[src/design/updown_counter_pkg.sv]
// Purpose: shared constants for the 8/16-bit up/down counter/timer
// Assumes: 16-bit register port, word-indexed addresses
// Notes:   control fields are per channel; channel 1 fields idle in 16-bit mode
package updown_counter_pkg;
   // =====================================================================
   // register addresses
   localparam logic [3:0] ADDR_CTRL0  = 4'h0;
   localparam logic [3:0] ADDR_CTRL1  = 4'h1;
   localparam logic [3:0] ADDR_STAT0  = 4'h2;
   localparam logic [3:0] ADDR_STAT1  = 4'h3;
   localparam logic [3:0] ADDR_CMP    = 4'h4;
   localparam logic [3:0] ADDR_RLD    = 4'h5;
   localparam logic [3:0] ADDR_COUNT  = 4'h6;
   localparam logic [3:0] ADDR_CONFIG = 4'h7;
   // =====================================================================
   // control fields
   localparam int CTL_MODE_LSB = 0;   // 3-bit count mode
   localparam int CTL_CLKSEL   = 3;   // 0: clock/2, 1: clock/4
   localparam int CTL_RISE     = 4;   // rising edge counts (up/down mode)
   localparam int CTL_FALL     = 5;   // falling edge counts (up/down mode)
   localparam int CTL_IDX_EN   = 6;   // index input in use
   localparam int CTL_IDX_GATE = 7;   // 0: clear on edge, 1: gate
   localparam int CTL_IDX_POL  = 8;   // 1: rising edge / high level active
   localparam int CTL_ACT_LSB  = 9;   // 2-bit compare action
   localparam int CTL_IE_CMP   = 11;
   localparam int CTL_IE_WRAP  = 12;
   localparam int CTL_IE_DIR   = 13;
   localparam int CFG_WIDE     = 0;   // config: 1 = single 16-bit channel
   // =====================================================================
   // status fields
   localparam int ST_CMP  = 0;
   localparam int ST_OVF  = 1;
   localparam int ST_UNF  = 2;
   localparam int ST_DIR  = 3;
   localparam int ST_UP   = 4;        // read-only direction of last step
   // =====================================================================
   // encodings and reset values
   localparam logic [2:0] MODE_STOP  = 3'h0;
   localparam logic [2:0] MODE_TIMER = 3'h1;
   localparam logic [2:0] MODE_UPDN  = 3'h2;
   localparam logic [2:0] MODE_X2    = 3'h3;
   localparam logic [2:0] MODE_X4    = 3'h4;
   localparam logic [1:0] ACT_NONE   = 2'h0;
   localparam logic [1:0] ACT_FLAG   = 2'h1;
   localparam logic [1:0] ACT_RELOAD = 2'h2;
   localparam logic [1:0] ACT_BOTH   = 2'h3;
   localparam logic [15:0] CTRL_RST  = 16'h0000;
   localparam logic [15:0] WORD_RST  = 16'h0000;
   localparam logic [1:0]  DIV4_LAST = 2'h3;  // prescaler code for clock/4 tick
endpackage

[src/design/updown_counter.sv]
// Purpose: 8/16-bit up/down counter/timer with quadrature decoding
// Assumes: pins already synchronous to clk; 40 MHz clock
// Notes:   registers read back one cycle after the read strobe
//
// Added by the designer: the placing of the registers and strobed register access.
`timescale 1ns/100ps
// Summary of operation
// RULE_01: software picks two independent 8-bit channels or one 16-bit channel.
// RULE_02: timer mode counts on clock divided by 2 or by 4.
// RULE_03: up/down mode counts up on selected edge of phase A.
// RULE_04: up/down mode counts down on selected edge of phase B.
// RULE_05: times-two mode samples phase A on each phase B edge for direction.
// RULE_06: times-four mode also samples phase B on each phase A edge.
// RULE_07: index input clears the counter on its edge or gates counting.
// RULE_08: compare match flags, reloads, does both, or does nothing as selected.
// RULE_09: an up/down flag holds the direction of the latest step.
// RULE_10: three separately enabled interrupt conditions, one is direction change.
// RULE_11: count equal to compare value sets match flag and requests interrupt.
// RULE_12: wrap below zero or above width maximum sets a flag and requests interrupt.
module updown_counter
   import updown_counter_pkg::*;
(
   input  wire logic        clk,          // 40 MHz clock
   input  wire logic        rst_n,        // async reset, active low
   input  wire logic [3:0]  regAddr,      // register index
   input  wire logic [15:0] regWrData,    // write data
   input  wire logic        regWr,        // write strobe
   input  wire logic        regRd,        // read strobe
   output logic      [15:0] regRdData,    // read data, cycle after strobe
   input  wire logic [1:0]  phaseAInput,  // phase A pin per channel
   input  wire logic [1:0]  phaseBInput,  // phase B pin per channel
   input  wire logic [1:0]  indexInput,   // index pin per channel
   output logic      [1:0]  cmpIrq,       // compare match request per channel
   output logic      [1:0]  evtIrq        // wrap or direction request per channel
);
   // =====================================================================
   // edge helper
   function automatic logic edgeHit(input logic now, input logic prev,
                                    input logic rise, input logic fall);
      edgeHit = (rise & now & ~prev) | (fall & ~now & prev);
   endfunction

   // =====================================================================
   // storage
   // lane 1 keeps its own control and flags even while joined to lane 0
   logic [15:0] ctrlReg [0:1];
   logic [3:0]  flagReg [0:1];
   logic [1:0]  upReg;
   logic [15:0] cmpReg;
   logic [15:0] rldReg;
   logic [15:0] cntReg;
   logic        wideReg;
   logic [1:0]  prescReg;
   logic [1:0]  aPrevReg;
   logic [1:0]  bPrevReg;
   logic [1:0]  zPrevReg;

   // per-lane results
   logic [15:0] laneNext [0:1];
   logic [3:0]  laneSet  [0:1];
   logic [1:0]  laneStep;
   logic [1:0]  laneUp;

   // =====================================================================
   // divider ticks: one-cycle enables at clock/2 and clock/4
   // the prescaler runs free, so the first tick after a start may come early
   wire tick2 = prescReg[0];        // RULE_02
   wire tick4 = prescReg == DIV4_LAST;

   // =====================================================================
   // counting lanes; lane 1 is idle while the pair is joined to 16 bits
   for (genvar i = 0; i < 2; i++)
   begin : g_lane
      wire [15:0] ctl     = ctrlReg[i];
      wire [2:0]  mode    = ctl[CTL_MODE_LSB +: 3];
      wire [1:0]  act     = ctl[CTL_ACT_LSB +: 2];
      wire        wide    = (i == 0) && wideReg;
      wire        active  = (i == 0) || !wideReg;      // RULE_01
      wire        aAny    = phaseAInput[i] ^ aPrevReg[i];
      wire        bAny    = phaseBInput[i] ^ bPrevReg[i];
      wire        aSel    = edgeHit(phaseAInput[i], aPrevReg[i], ctl[CTL_RISE], ctl[CTL_FALL]);
      wire        bSel    = edgeHit(phaseBInput[i], bPrevReg[i], ctl[CTL_RISE], ctl[CTL_FALL]);
      wire        zEdge   = edgeHit(indexInput[i], zPrevReg[i], ctl[CTL_IDX_POL],
                                    !ctl[CTL_IDX_POL]);
      wire        zLevel  = indexInput[i] == ctl[CTL_IDX_POL];
      // levels equal on a B edge means A leads: count up
      wire        same    = phaseAInput[i] == phaseBInput[i];
      wire        extMode = (mode == MODE_UPDN) || (mode == MODE_X2) || (mode == MODE_X4);
      wire        zUse    = extMode && ctl[CTL_IDX_EN];
      wire        gateOk  = !(zUse && ctl[CTL_IDX_GATE]) || zLevel;   // RULE_07
      wire        clr     = zUse && !ctl[CTL_IDX_GATE] && zEdge;      // RULE_07
      wire        tick    = ctl[CTL_CLKSEL] ? tick4 : tick2;          // RULE_02
      wire        upRaw   = (mode == MODE_TIMER) ? tick :
                            (mode == MODE_UPDN)  ? aSel :                            // RULE_03
                            (mode == MODE_X2)    ? (bAny & same) :                   // RULE_05
                            (mode == MODE_X4)    ? ((bAny & same) | (aAny & !same)) : // RULE_06
                            1'b0;
      wire        dnRaw   = (mode == MODE_UPDN)  ? bSel :                            // RULE_04
                            (mode == MODE_X2)    ? (bAny & !same) :                  // RULE_05
                            (mode == MODE_X4)    ? ((bAny & !same) | (aAny & same)) : // RULE_06
                            1'b0;
      // opposite steps in one cycle cancel instead of picking a side
      wire        up      = active && gateOk && upRaw && !dnRaw;
      wire        dn      = active && gateOk && dnRaw && !upRaw;
      wire [15:0] maxV    = wide ? 16'hffff : 16'h00ff;
      wire [15:0] cur     = wide ? cntReg : {8'h00, cntReg[8*i +: 8]};
      wire [15:0] cmpV    = wide ? cmpReg : {8'h00, cmpReg[8*i +: 8]};
      wire [15:0] rldV    = wide ? rldReg : {8'h00, rldReg[8*i +: 8]};
      wire        ovf     = up && (cur == maxV);                      // RULE_12
      wire        unf     = dn && (cur == 16'h0000);                  // RULE_12
      wire [15:0] stepV   = ovf ? 16'h0000 : unf ? maxV :
                            up ? cur + 16'h0001 : dn ? cur - 16'h0001 : cur;
      wire        match   = (up || dn) && (stepV == cmpV) && !clr;    // RULE_11
      wire        dirChg  = (up && !upReg[i]) || (dn && upReg[i]);    // RULE_10

      assign laneNext[i] = clr ? 16'h0000 :
                           (match && act[1]) ? rldV : stepV;          // RULE_08
      assign laneSet[i]  = {dirChg, unf, ovf, match && act[0]};       // RULE_08
      assign laneStep[i] = up || dn;
      assign laneUp[i]   = up;                                        // RULE_09
   end

   // =====================================================================
   // register decode
   // unmapped indexes raise no strobe, so such writes are dropped
   wire wrCtrl0 = regWr && (regAddr == ADDR_CTRL0);
   wire wrCtrl1 = regWr && (regAddr == ADDR_CTRL1);
   wire wrStat0 = regWr && (regAddr == ADDR_STAT0);
   wire wrStat1 = regWr && (regAddr == ADDR_STAT1);
   wire wrCmp   = regWr && (regAddr == ADDR_CMP);
   wire wrRld   = regWr && (regAddr == ADDR_RLD);
   wire wrCount = regWr && (regAddr == ADDR_COUNT);
   wire wrCfg   = regWr && (regAddr == ADDR_CONFIG);

   // software count write beats any step in the same cycle
   wire [15:0] cntNext = wrCount ? regWrData :
                         wideReg ? laneNext[0] : {laneNext[1][7:0], laneNext[0][7:0]};

   // flags: write one to clear, a new event in the same cycle still sets
   wire [3:0] flag0Next = (flagReg[0] & ~({4{wrStat0}} & regWrData[3:0])) | laneSet[0];
   wire [3:0] flag1Next = (flagReg[1] & ~({4{wrStat1}} & regWrData[3:0])) | laneSet[1];
   wire [1:0] upNext    = (laneStep & laneUp) | (~laneStep & upReg);    // RULE_09

   // read mux; unmapped addresses read zero
   wire [15:0] rdMux =
      (regAddr == ADDR_CTRL0)  ? ctrlReg[0] :
      (regAddr == ADDR_CTRL1)  ? ctrlReg[1] :
      (regAddr == ADDR_STAT0)  ? {11'h000, upReg[0], flagReg[0]} :
      (regAddr == ADDR_STAT1)  ? {11'h000, upReg[1], flagReg[1]} :
      (regAddr == ADDR_CMP)    ? cmpReg :
      (regAddr == ADDR_RLD)    ? rldReg :
      (regAddr == ADDR_COUNT)  ? cntReg :
      (regAddr == ADDR_CONFIG) ? {15'h0000, wideReg} : 16'h0000;

   // =====================================================================
   // configuration registers
   always_ff @(posedge clk or negedge rst_n)
   begin
      if (!rst_n)
      begin
         ctrlReg[0] <= CTRL_RST;
         ctrlReg[1] <= CTRL_RST;
         cmpReg     <= WORD_RST;
         rldReg     <= WORD_RST;
         wideReg    <= 1'b0;
      end
      else
      begin
         if (wrCtrl0) ctrlReg[0] <= regWrData;
         if (wrCtrl1) ctrlReg[1] <= regWrData;
         if (wrCmp)   cmpReg     <= regWrData;
         if (wrRld)   rldReg     <= regWrData;
         if (wrCfg)   wideReg    <= regWrData[CFG_WIDE];   // RULE_01
      end
   end

   // counter, flags, pin history and prescaler
   always_ff @(posedge clk or negedge rst_n)
   begin
      if (!rst_n)
      begin
         cntReg     <= WORD_RST;
         flagReg[0] <= 4'h0;
         flagReg[1] <= 4'h0;
         upReg      <= 2'h0;
         prescReg   <= 2'h0;
         aPrevReg   <= 2'h0;
         bPrevReg   <= 2'h0;
         zPrevReg   <= 2'h0;
      end
      else
      begin
         cntReg     <= cntNext;
         flagReg[0] <= flag0Next;                          // RULE_11
         flagReg[1] <= flag1Next;                          // RULE_12
         upReg      <= upNext;
         prescReg   <= prescReg + 2'h1;
         aPrevReg   <= phaseAInput;
         bPrevReg   <= phaseBInput;
         zPrevReg   <= indexInput;
      end
   end

   // read data register
   always_ff @(posedge clk or negedge rst_n)
   begin
      if (!rst_n)
         regRdData <= 16'h0000;
      else if (regRd)
         regRdData <= rdMux;
   end

   // =====================================================================
   // interrupt requests: level, held while flag and enable are both set
   // a request drops in the cycle after software clears its flag
   for (genvar i = 0; i < 2; i++)
   begin : g_irq
      assign cmpIrq[i] = flagReg[i][ST_CMP] & ctrlReg[i][CTL_IE_CMP];          // RULE_11
      assign evtIrq[i] = ((flagReg[i][ST_OVF] | flagReg[i][ST_UNF])
                          & ctrlReg[i][CTL_IE_WRAP])                          // RULE_12
                       | (flagReg[i][ST_DIR] & ctrlReg[i][CTL_IE_DIR]);       // RULE_10
   end
endmodule

[config.mk]
export PLATFORM = sky130hd
export DESIGN_NAME = updown_counter
export DESIGN_NICKNAME = d
export VERILOG_FILES = /design/src/design/updown_counter_pkg.sv /design/src/design/updown_counter.sv
export SDC_FILE = /design/constraint.sdc
export NUM_CORES = 1
export LEC_CHECK = 0
export BUFFER_PORTS_ARGS = -buffer_cell sky130_fd_sc_hd__buf_4
export CORE_MARGIN = 10
export CORE_UTILIZATION = 40
export CTS_BUF_LIST = sky130_fd_sc_hd__clkbuf_8
export DETAILED_ROUTE_END_ITERATION = 7
export PLACE_DENSITY = 0.54
export SKIP_LAST_GASP = 1
export SLEW_MARGIN = 0
export SYNTH_ARGS = -nofsm -noshare
export SYNTH_HDL_FRONTEND = slang
export SYNTH_SLANG_ARGS = --single-unit
export TNS_END_PERCENT = 10
[constraint.sdc]
create_clock -name clk -period 4.41 [get_ports clk]
set_input_delay 1.323 -clock clk [delete_from_list [all_inputs] [get_ports clk]]
set_output_delay 1.323 -clock clk [all_outputs]
set_load 0.005 [all_outputs]
# After elaboration in Yosys (flattened, before gate mapping)

Cells that the tools add are included.

Add/subtract/negate cells: 5
Equal/unequal tests: 24
Mux-type cells: 42
Bitwise operators: 80
Reduce and logical (&&, ||, !) cells: 71

Operators with widths:

| cell                  | number |
|---|---|
| $mux 16               | 23 |
| $logic_and 1x1->1     | 41 |
| $and 1x1->1           | 38 |
| $eq 16x16->1          | 2 |
| $logic_not 16->1      | 2 |
| $logic_not 1->1       | 17 |
| $mux 1                | 17 |
| $add 16x1->16 const B | 1 |
| $and 4x4->4           | 4 |
| $eq 16x8->1           | 1 |
| $eq 4x3->1 const B    | 4 |
| $mux 8                | 2 |
| $sub 16x1->16 const B | 1 |
| $or 1x1->1            | 14 |
| $eq 3x2->1 const B    | 4 |
| $not 1->1             | 12 |
| $logic_or 1x1->1      | 10 |
| $add 8x1->9 const B   | 1 |
| $sub 8x1->9 const B   | 1 |
| $eq 4x2->1 const B    | 2 |
| $eq 8x8->1 const B    | 1 |
| $not 4->4             | 2 |
| $or 4x4->4            | 2 |
| $eq 3x1->1 const B    | 2 |
| other kinds (10)      | 18 |

Register bits: 115
Bits of input ports: 30
Output and inout port bits: 20
Word-level logic and storage cells: 236

# Depth between registers and ports, before layout

Depth in word-level cells: 22
Mapped depth: 18
Depth with buffers taken out: 14

# Worst setup path after synthesis

OpenSTA, ideal clock, no wires.

Path kind: input to register
Start: input port phaseBInput[0]
End: register cntReg[8]
Arrival time: 4.649 ns
Data required time: 4.284 ns
Slack: -0.365 ns
Stages on the path: 15
Buffers on the path: 3
Path through: buf_6 or3b_1 nand4_2 a211oi_4 nor3_4 and2_1 buf_2 o32a_1 a211oi_2 o2111ai_1 or4_4 nor4_4 buf_4 nor3_1 a311o_1

Longest elaborated chain between the ends: 22

Ends and longest elaborated chain:

| element                        | RTL line                                                          | text |
|---|---|---|
| start: declaration             | updown_counter.sv:31                                              | `input wire logic [1:0] phaseBInput,` |
| $eq 1x1->1                     | updown_counter.sv:87                                              | `wire same = phaseAInput[i] == phaseBInput[i];` |
| $logic_not 1->1                | updown_counter.sv:96, updown_counter.sv:99, updown_counter.sv:100 |  |
| $and 1x1->1                    | updown_counter.sv:96                                              | `(mode == MODE_X4) ? ((bAny & same) \| (aAny & !same)) :` |
| $or 1x1->1                     | updown_counter.sv:96                                              |  |
| $mux 1                         | updown_counter.sv:96                                              |  |
| $mux 1                         | updown_counter.sv:95                                              | `(mode == MODE_X2) ? (bAny & same) :` |
| $mux 1                         | updown_counter.sv:94                                              | `(mode == MODE_UPDN) ? aSel :` |
| $mux 1                         | updown_counter.sv:93                                              | `wire upRaw = (mode == MODE_TIMER) ? tick :` |
| [... 6 more ...]               | --                                                                |  |
| $eq 16x16->1                   | updown_counter.sv:113                                             | `wire match = (up \|\| dn) && (stepV == cmpV) && !clr;` |
| $logic_and 1x1->1 (2 in a row) | updown_counter.sv:113                                             |  |
| $logic_and 1x1->1              | updown_counter.sv:117                                             | `(match && act[1]) ? rldV : stepV;` |
| $mux 16 *                      | updown_counter.sv:117                                             |  |
| $mux 16 *                      | updown_counter.sv:116                                             | `assign laneNext[i] = clr ? 16'h0000 :` |
| $mux 16 *                      | updown_counter.sv:137                                             | `wideReg ? laneNext[0] : {laneNext[1][7:0], laneNext[0][7:0]};` |
| $mux 16 *                      | updown_counter.sv:136                                             | `wire [15:0] cntNext = wrCount ? regWrData :` |
| net cntNext[8]                 | updown_counter.sv:136                                             |  |
| end signal: assignment         | updown_counter.sv:193                                             | `cntReg <= cntNext;` |
| end: declaration               | updown_counter.sv:51                                              | `logic [15:0] cntReg;` |

The timed path passes the listed nets; every way through them passes the cells marked *.
A chain may end at the register's enable or synchronous reset.

# Worst setup path in the final report

Start: input port indexInput[0]
End: register cntReg[5]

Longest elaborated chain between the ends: 16

Ends and longest elaborated chain:

| element                        | RTL line              | text |
|---|---|---|
| start: declaration             | updown_counter.sv:32  | `input wire logic [1:0] indexInput,` |
| $eq 1x1->1                     | updown_counter.sv:85  | `wire zLevel = indexInput[i] == ctl[CTL_IDX_POL];` |
| $logic_or 1x1->1               | updown_counter.sv:90  | `wire gateOk = !(zUse && ctl[CTL_IDX_GATE]) \|\| zLevel;` |
| $logic_and 1x1->1 (2 in a row) | updown_counter.sv:104 | `wire dn = active && gateOk && dnRaw && !upRaw;` |
| $mux 16 (2 in a row)           | updown_counter.sv:112 | `up ? cur + 16'h0001 : dn ? cur - 16'h0001 : cur;` |
| $mux 16 (2 in a row)           | updown_counter.sv:111 | `wire [15:0] stepV = ovf ? 16'h0000 : unf ? maxV :` |
| $eq 16x16->1                   | updown_counter.sv:113 |  |
| $logic_and 1x1->1 (2 in a row) | updown_counter.sv:113 |  |
| $logic_and 1x1->1              | updown_counter.sv:117 |  |
| $mux 16                        | updown_counter.sv:117 |  |
| $mux 16 *                      | updown_counter.sv:116 |  |
| $mux 16 *                      | updown_counter.sv:137 |  |
| $mux 16 *                      | updown_counter.sv:136 |  |
| net cntNext[5]                 | updown_counter.sv:136 |  |

Marks and branches as above.

==> flow_metrics.tcl <==
set metrics [dict create \
    status "complete, but fails checks" \
    violations "negative setup slack" \
    critPathRequiredTime_ps 4800 \
    vias 8668 \
    final.period_utilization_pct 101.3 \
    cts.htree.levels 4 \
    syn-cell-area_um2 8612 \
    setup_ws_ps -55.61 \
    crit_path_end "cntReg[5]$_DFF_PN0_" \
    cp_max_fo 7 \
    grt.overflow.total 0 \
    worst_slew_margin_rel_pct 36.49 \
    dieArea_um2 27800 \
    place_inst 1377 \
    fp.dieW_um 166.7 \
    syn_inst 979 \
    viasPerCell 6.148 \
    max_freq_mhz 223.9 \
    gp_congestion 0.9232 \
    synth_flop_cell "dfrtp_1" \
    drive_gt1_share_pct 30.75 \
    final_nets 1163 \
    drc 0 \
    maxCapViolCount 0 \
    initial_core_util_pct 40.84 \
    synth_warnings 0 \
    peakVddDrop_uv 306.0 \
    grt_max_degree 52 \
    cts_sinks 115 \
    wl_met2_um 15200 \
    grt_pass1_vias 8374 \
    slew_violations 0 \
    top_layer_used "met4" \
    cts_tree "done" \
    dr.pass1.iters 6 \
    io_buffers 49 \
    finalPower_mw 5.316 \
    fin_skew_ps 18.03 \
    finalCriticalPeriod_ps 4466 \
    nFillCells 2021 \
    setup_viol 2 \
    hold_ws_ps 489.0 \
    synth_cell_type_count 88 \
    reg2reg_setup_slack_ps 280 \
    rsz0062_at_grt "true" \
    core-area_um2 21090 \
    crit_path_end_kind "flop" \
    hpwl_um 25870 \
    synthArstFlopShare_pct 100.0 \
    crit_arrival_ps 4850 \
    antenna_left 0 \
    rows 53 \
    track_usage_pct 23.38 \
    cts-root-buf "clkbuf_8" \
    syn2layout_area_growth_pct 25.24 \
    rr_worst_depth 13 \
    critPathLaunch "indexInput[0]" \
    worstMarginPinSlew_ps 950.3 \
    synth_fp_nets 1020 \
    setup_tns_ps -71.78 \
    r2r_end "cntReg[11]$_DFF_PN0_" \
    clk_latency_ps 460 \
    avgRoutedWirePerCell_um 23.73 \
    power.density_nw_per_um2 492.9 \
    min_path_cells 1 \
    synth.avg_cell_area_um2 8.797 \
    wl_um 33460 \
    die_y_um 166.7 \
    clock_tree.buffer_depth 2 \
    p_leak_nw 4.636 \
    grt_pass1_wl_um 51430 \
    antennaDiodeCount 0 \
    drt_iter0_drc 1023 \
    hold_viol_final 0 \
    antenna_found_initial 0 \
    wl_met1_um 15170 \
    clk_pin_slew_worst_paths_ps 80 \
    fin_cells 1410 \
    wl_met3_um 2403 \
    hold_path_class "reg -> reg" \
    seq_area_frac_synth_pct 33.42 \
    ctsHoldBuffers 0 \
    pin_count 50 \
    synth-edff-count 0 \
    reg2reg_from "cntReg[13]$_DFF_PN0_" \
    numCtsBuffers 17 \
    ys_seq_elements 115 \
    start_kind "input pin" \
    path_class "in -> reg" \
]
==> where the power goes <==
| part | switching [mW] | total, mW | internal, mW |
|---|---|---|---|
| logic | 1.33 | 2.51 | 1.18 |
| clock network | 0.515 | 1.05 | 0.535 |
| registers | 0.450 | 1.75 | 1.30 |
==> routing by layer <==
layer	vias up	track usage [%]
met5	-	0
met3	52	4.566
met1	4270	32.47
li1	3978	-
met4	0	6.911
met2	368	35.88
==> cells in the mapped netlist (6+ instances only) <==
library cell	n	area share (%)
mux2_2	58	7.6
nand3_1	47	2.7
a21oi_1	46	2.7
o2111ai_1	6	0.61
buf_2	19	1.1
nand4_1	21	1.5
mux2i_1	43	5.0
a21o_1	9	0.78
nor3b_1	6	0.52
xnor2_1	10	1.0
dfrtp_1	115	33
a211oi_1	12	1.0
o21ai_0	60	3.5
inv_1	32	1.4
o22ai_1	9	0.65
or3_1	10	0.73
a222oi_1	11	1.3
o211ai_1	15	1.3
nand2_1	102	4.4
and3_1	17	1.2
ha_1	11	1.6
and2_1	11	0.80
nor4_1	16	1.2
nand3b_1	17	1.5
clkbuf_1	54	2.4
nor2_1	57	2.5
mux4_2	6	1.6
nor3_1	24	1.4
==> cell families (layout without fill, tap and decap cells) <==
family                   after synthesis  after routing  synth area share (%)
AO/OA/AOI/OAI                        238            238                 19.44
multiplexers                         107            107                 14.15
XOR/XNOR                              16             16                 1.787
flip-flops                           115            115                 33.42
adder cells (fa/ha/maj)               11             11                 1.598
buffers and inverters                112            268                 5.376
AND/OR/NAND/NOR                      380            380                 24.23
==> state kept, by name (all words and copies together) (netlist names), named ones only <==
name / cells
regRdData: 16
g_lane.wide: 1
prescReg: 2
g_lane.ctl: 32
rldReg: 16
flagReg: 8
aPrevReg: 2
bPrevReg: 2
cmpReg: 16
zPrevReg: 2
cntReg: 16
==> area by class of cell <==
| class | instances | area (um^2) | share of cell area (%) |
|---|---|---|---|
| Tap cell | 275 | 344.1 | 3.190 |
| Multi-Input combinational cell | 752 | 5419 | 50.24 |
| Clock buffer | 18 | 247.7 | 2.297 |
| Sequential cell | 115 | 2878 | 26.68 |
| Inverter | 32 | 120.1 | 1.114 |
| Timing Repair Buffer | 204 | 1610 | 14.93 |
| Clock inverter | 14 | 166.4 | 1.543 |
==> worst max-delay path: stages <==
cell and delay [ps]:
buf_4 80, inv_1 30, ha_1 310, o2111a_1 250, or4b_1 600, a2111oi_4 250, buf_4 170, nor2_1 40
a21oi_2 200, and2_4 200, xor2_1 160, o211a_1 240, nor4_4 70, buf_4 160, or4b_2 640, nand3_1 100
==> layout by cell type (no fill, tap or decap), types with 5 or more instances in the layout <==
master / count
a21oi_1: 42
o211ai_1: 15
o21ai_0: 59
dfrtp_1: 115
nand3b_1: 17
and4_1: 5
a2bb2oi_1: 5
xor2_1: 5
o2111ai_1: 6
mux4_2: 6
nor4_1: 14
buf_4: 197
mux2i_1: 41
a21o_1: 9
o22ai_1: 9
or3_1: 10
nand2_1: 102
nor2_1: 56
buf_12: 6
nand3_1: 47
and3_1: 17
inv_1: 32
and2_1: 10
xnor2_1: 10
nor2b_1: 5
clkbuf_8: 18
nor3_1: 21
a211oi_1: 12
nand4_1: 21
ha_1: 11
a222oi_1: 11
mux2_2: 56
nand2b_1: 5
nor3b_1: 6
==> how the worst min path moves through the flow <==
| stage | startpoint | endpoint | slack [ps] |
|---|---|---|---|
| 2_1_floorplan | prescReg[0]$_DFF_PN0_ | prescReg[0]$_DFF_PN0_ | 440 |
| 3_5_place_dp | prescReg[1]$_DFF_PN0_ | prescReg[1]$_DFF_PN0_ | 470 |
| 3_3_place_gp | prescReg[1]$_DFF_PN0_ | prescReg[1]$_DFF_PN0_ | 460 |
| 6_report | prescReg[1]$_DFF_PN0_ | prescReg[1]$_DFF_PN0_ | 490 |
| 5_1_grt | prescReg[1]$_DFF_PN0_ | prescReg[1]$_DFF_PN0_ | 510 |
| 4_1_cts | prescReg[0]$_DFF_PN0_ | prescReg[0]$_DFF_PN0_ | 480 |
==> timing repair <==
item,4_1_cts,5_1_grt
setup endpoints to repair,17,17
setup buffers,0,1
resized for setup,6,9
pin swaps,0,2
==> metrics by stage <==
stage	utilization [%]	area, um^2	worst slack (ps)
floorplan	-	8731	-112.2
detailed placement	48.83	10300	-901.1
global route	51.15	10790	-174.8
global placement	48.83	10300	-888.7
finish	51.15	10790	-55.61
CTS	50.95	10740	-14.96
(Power assumes the default switching activity.)
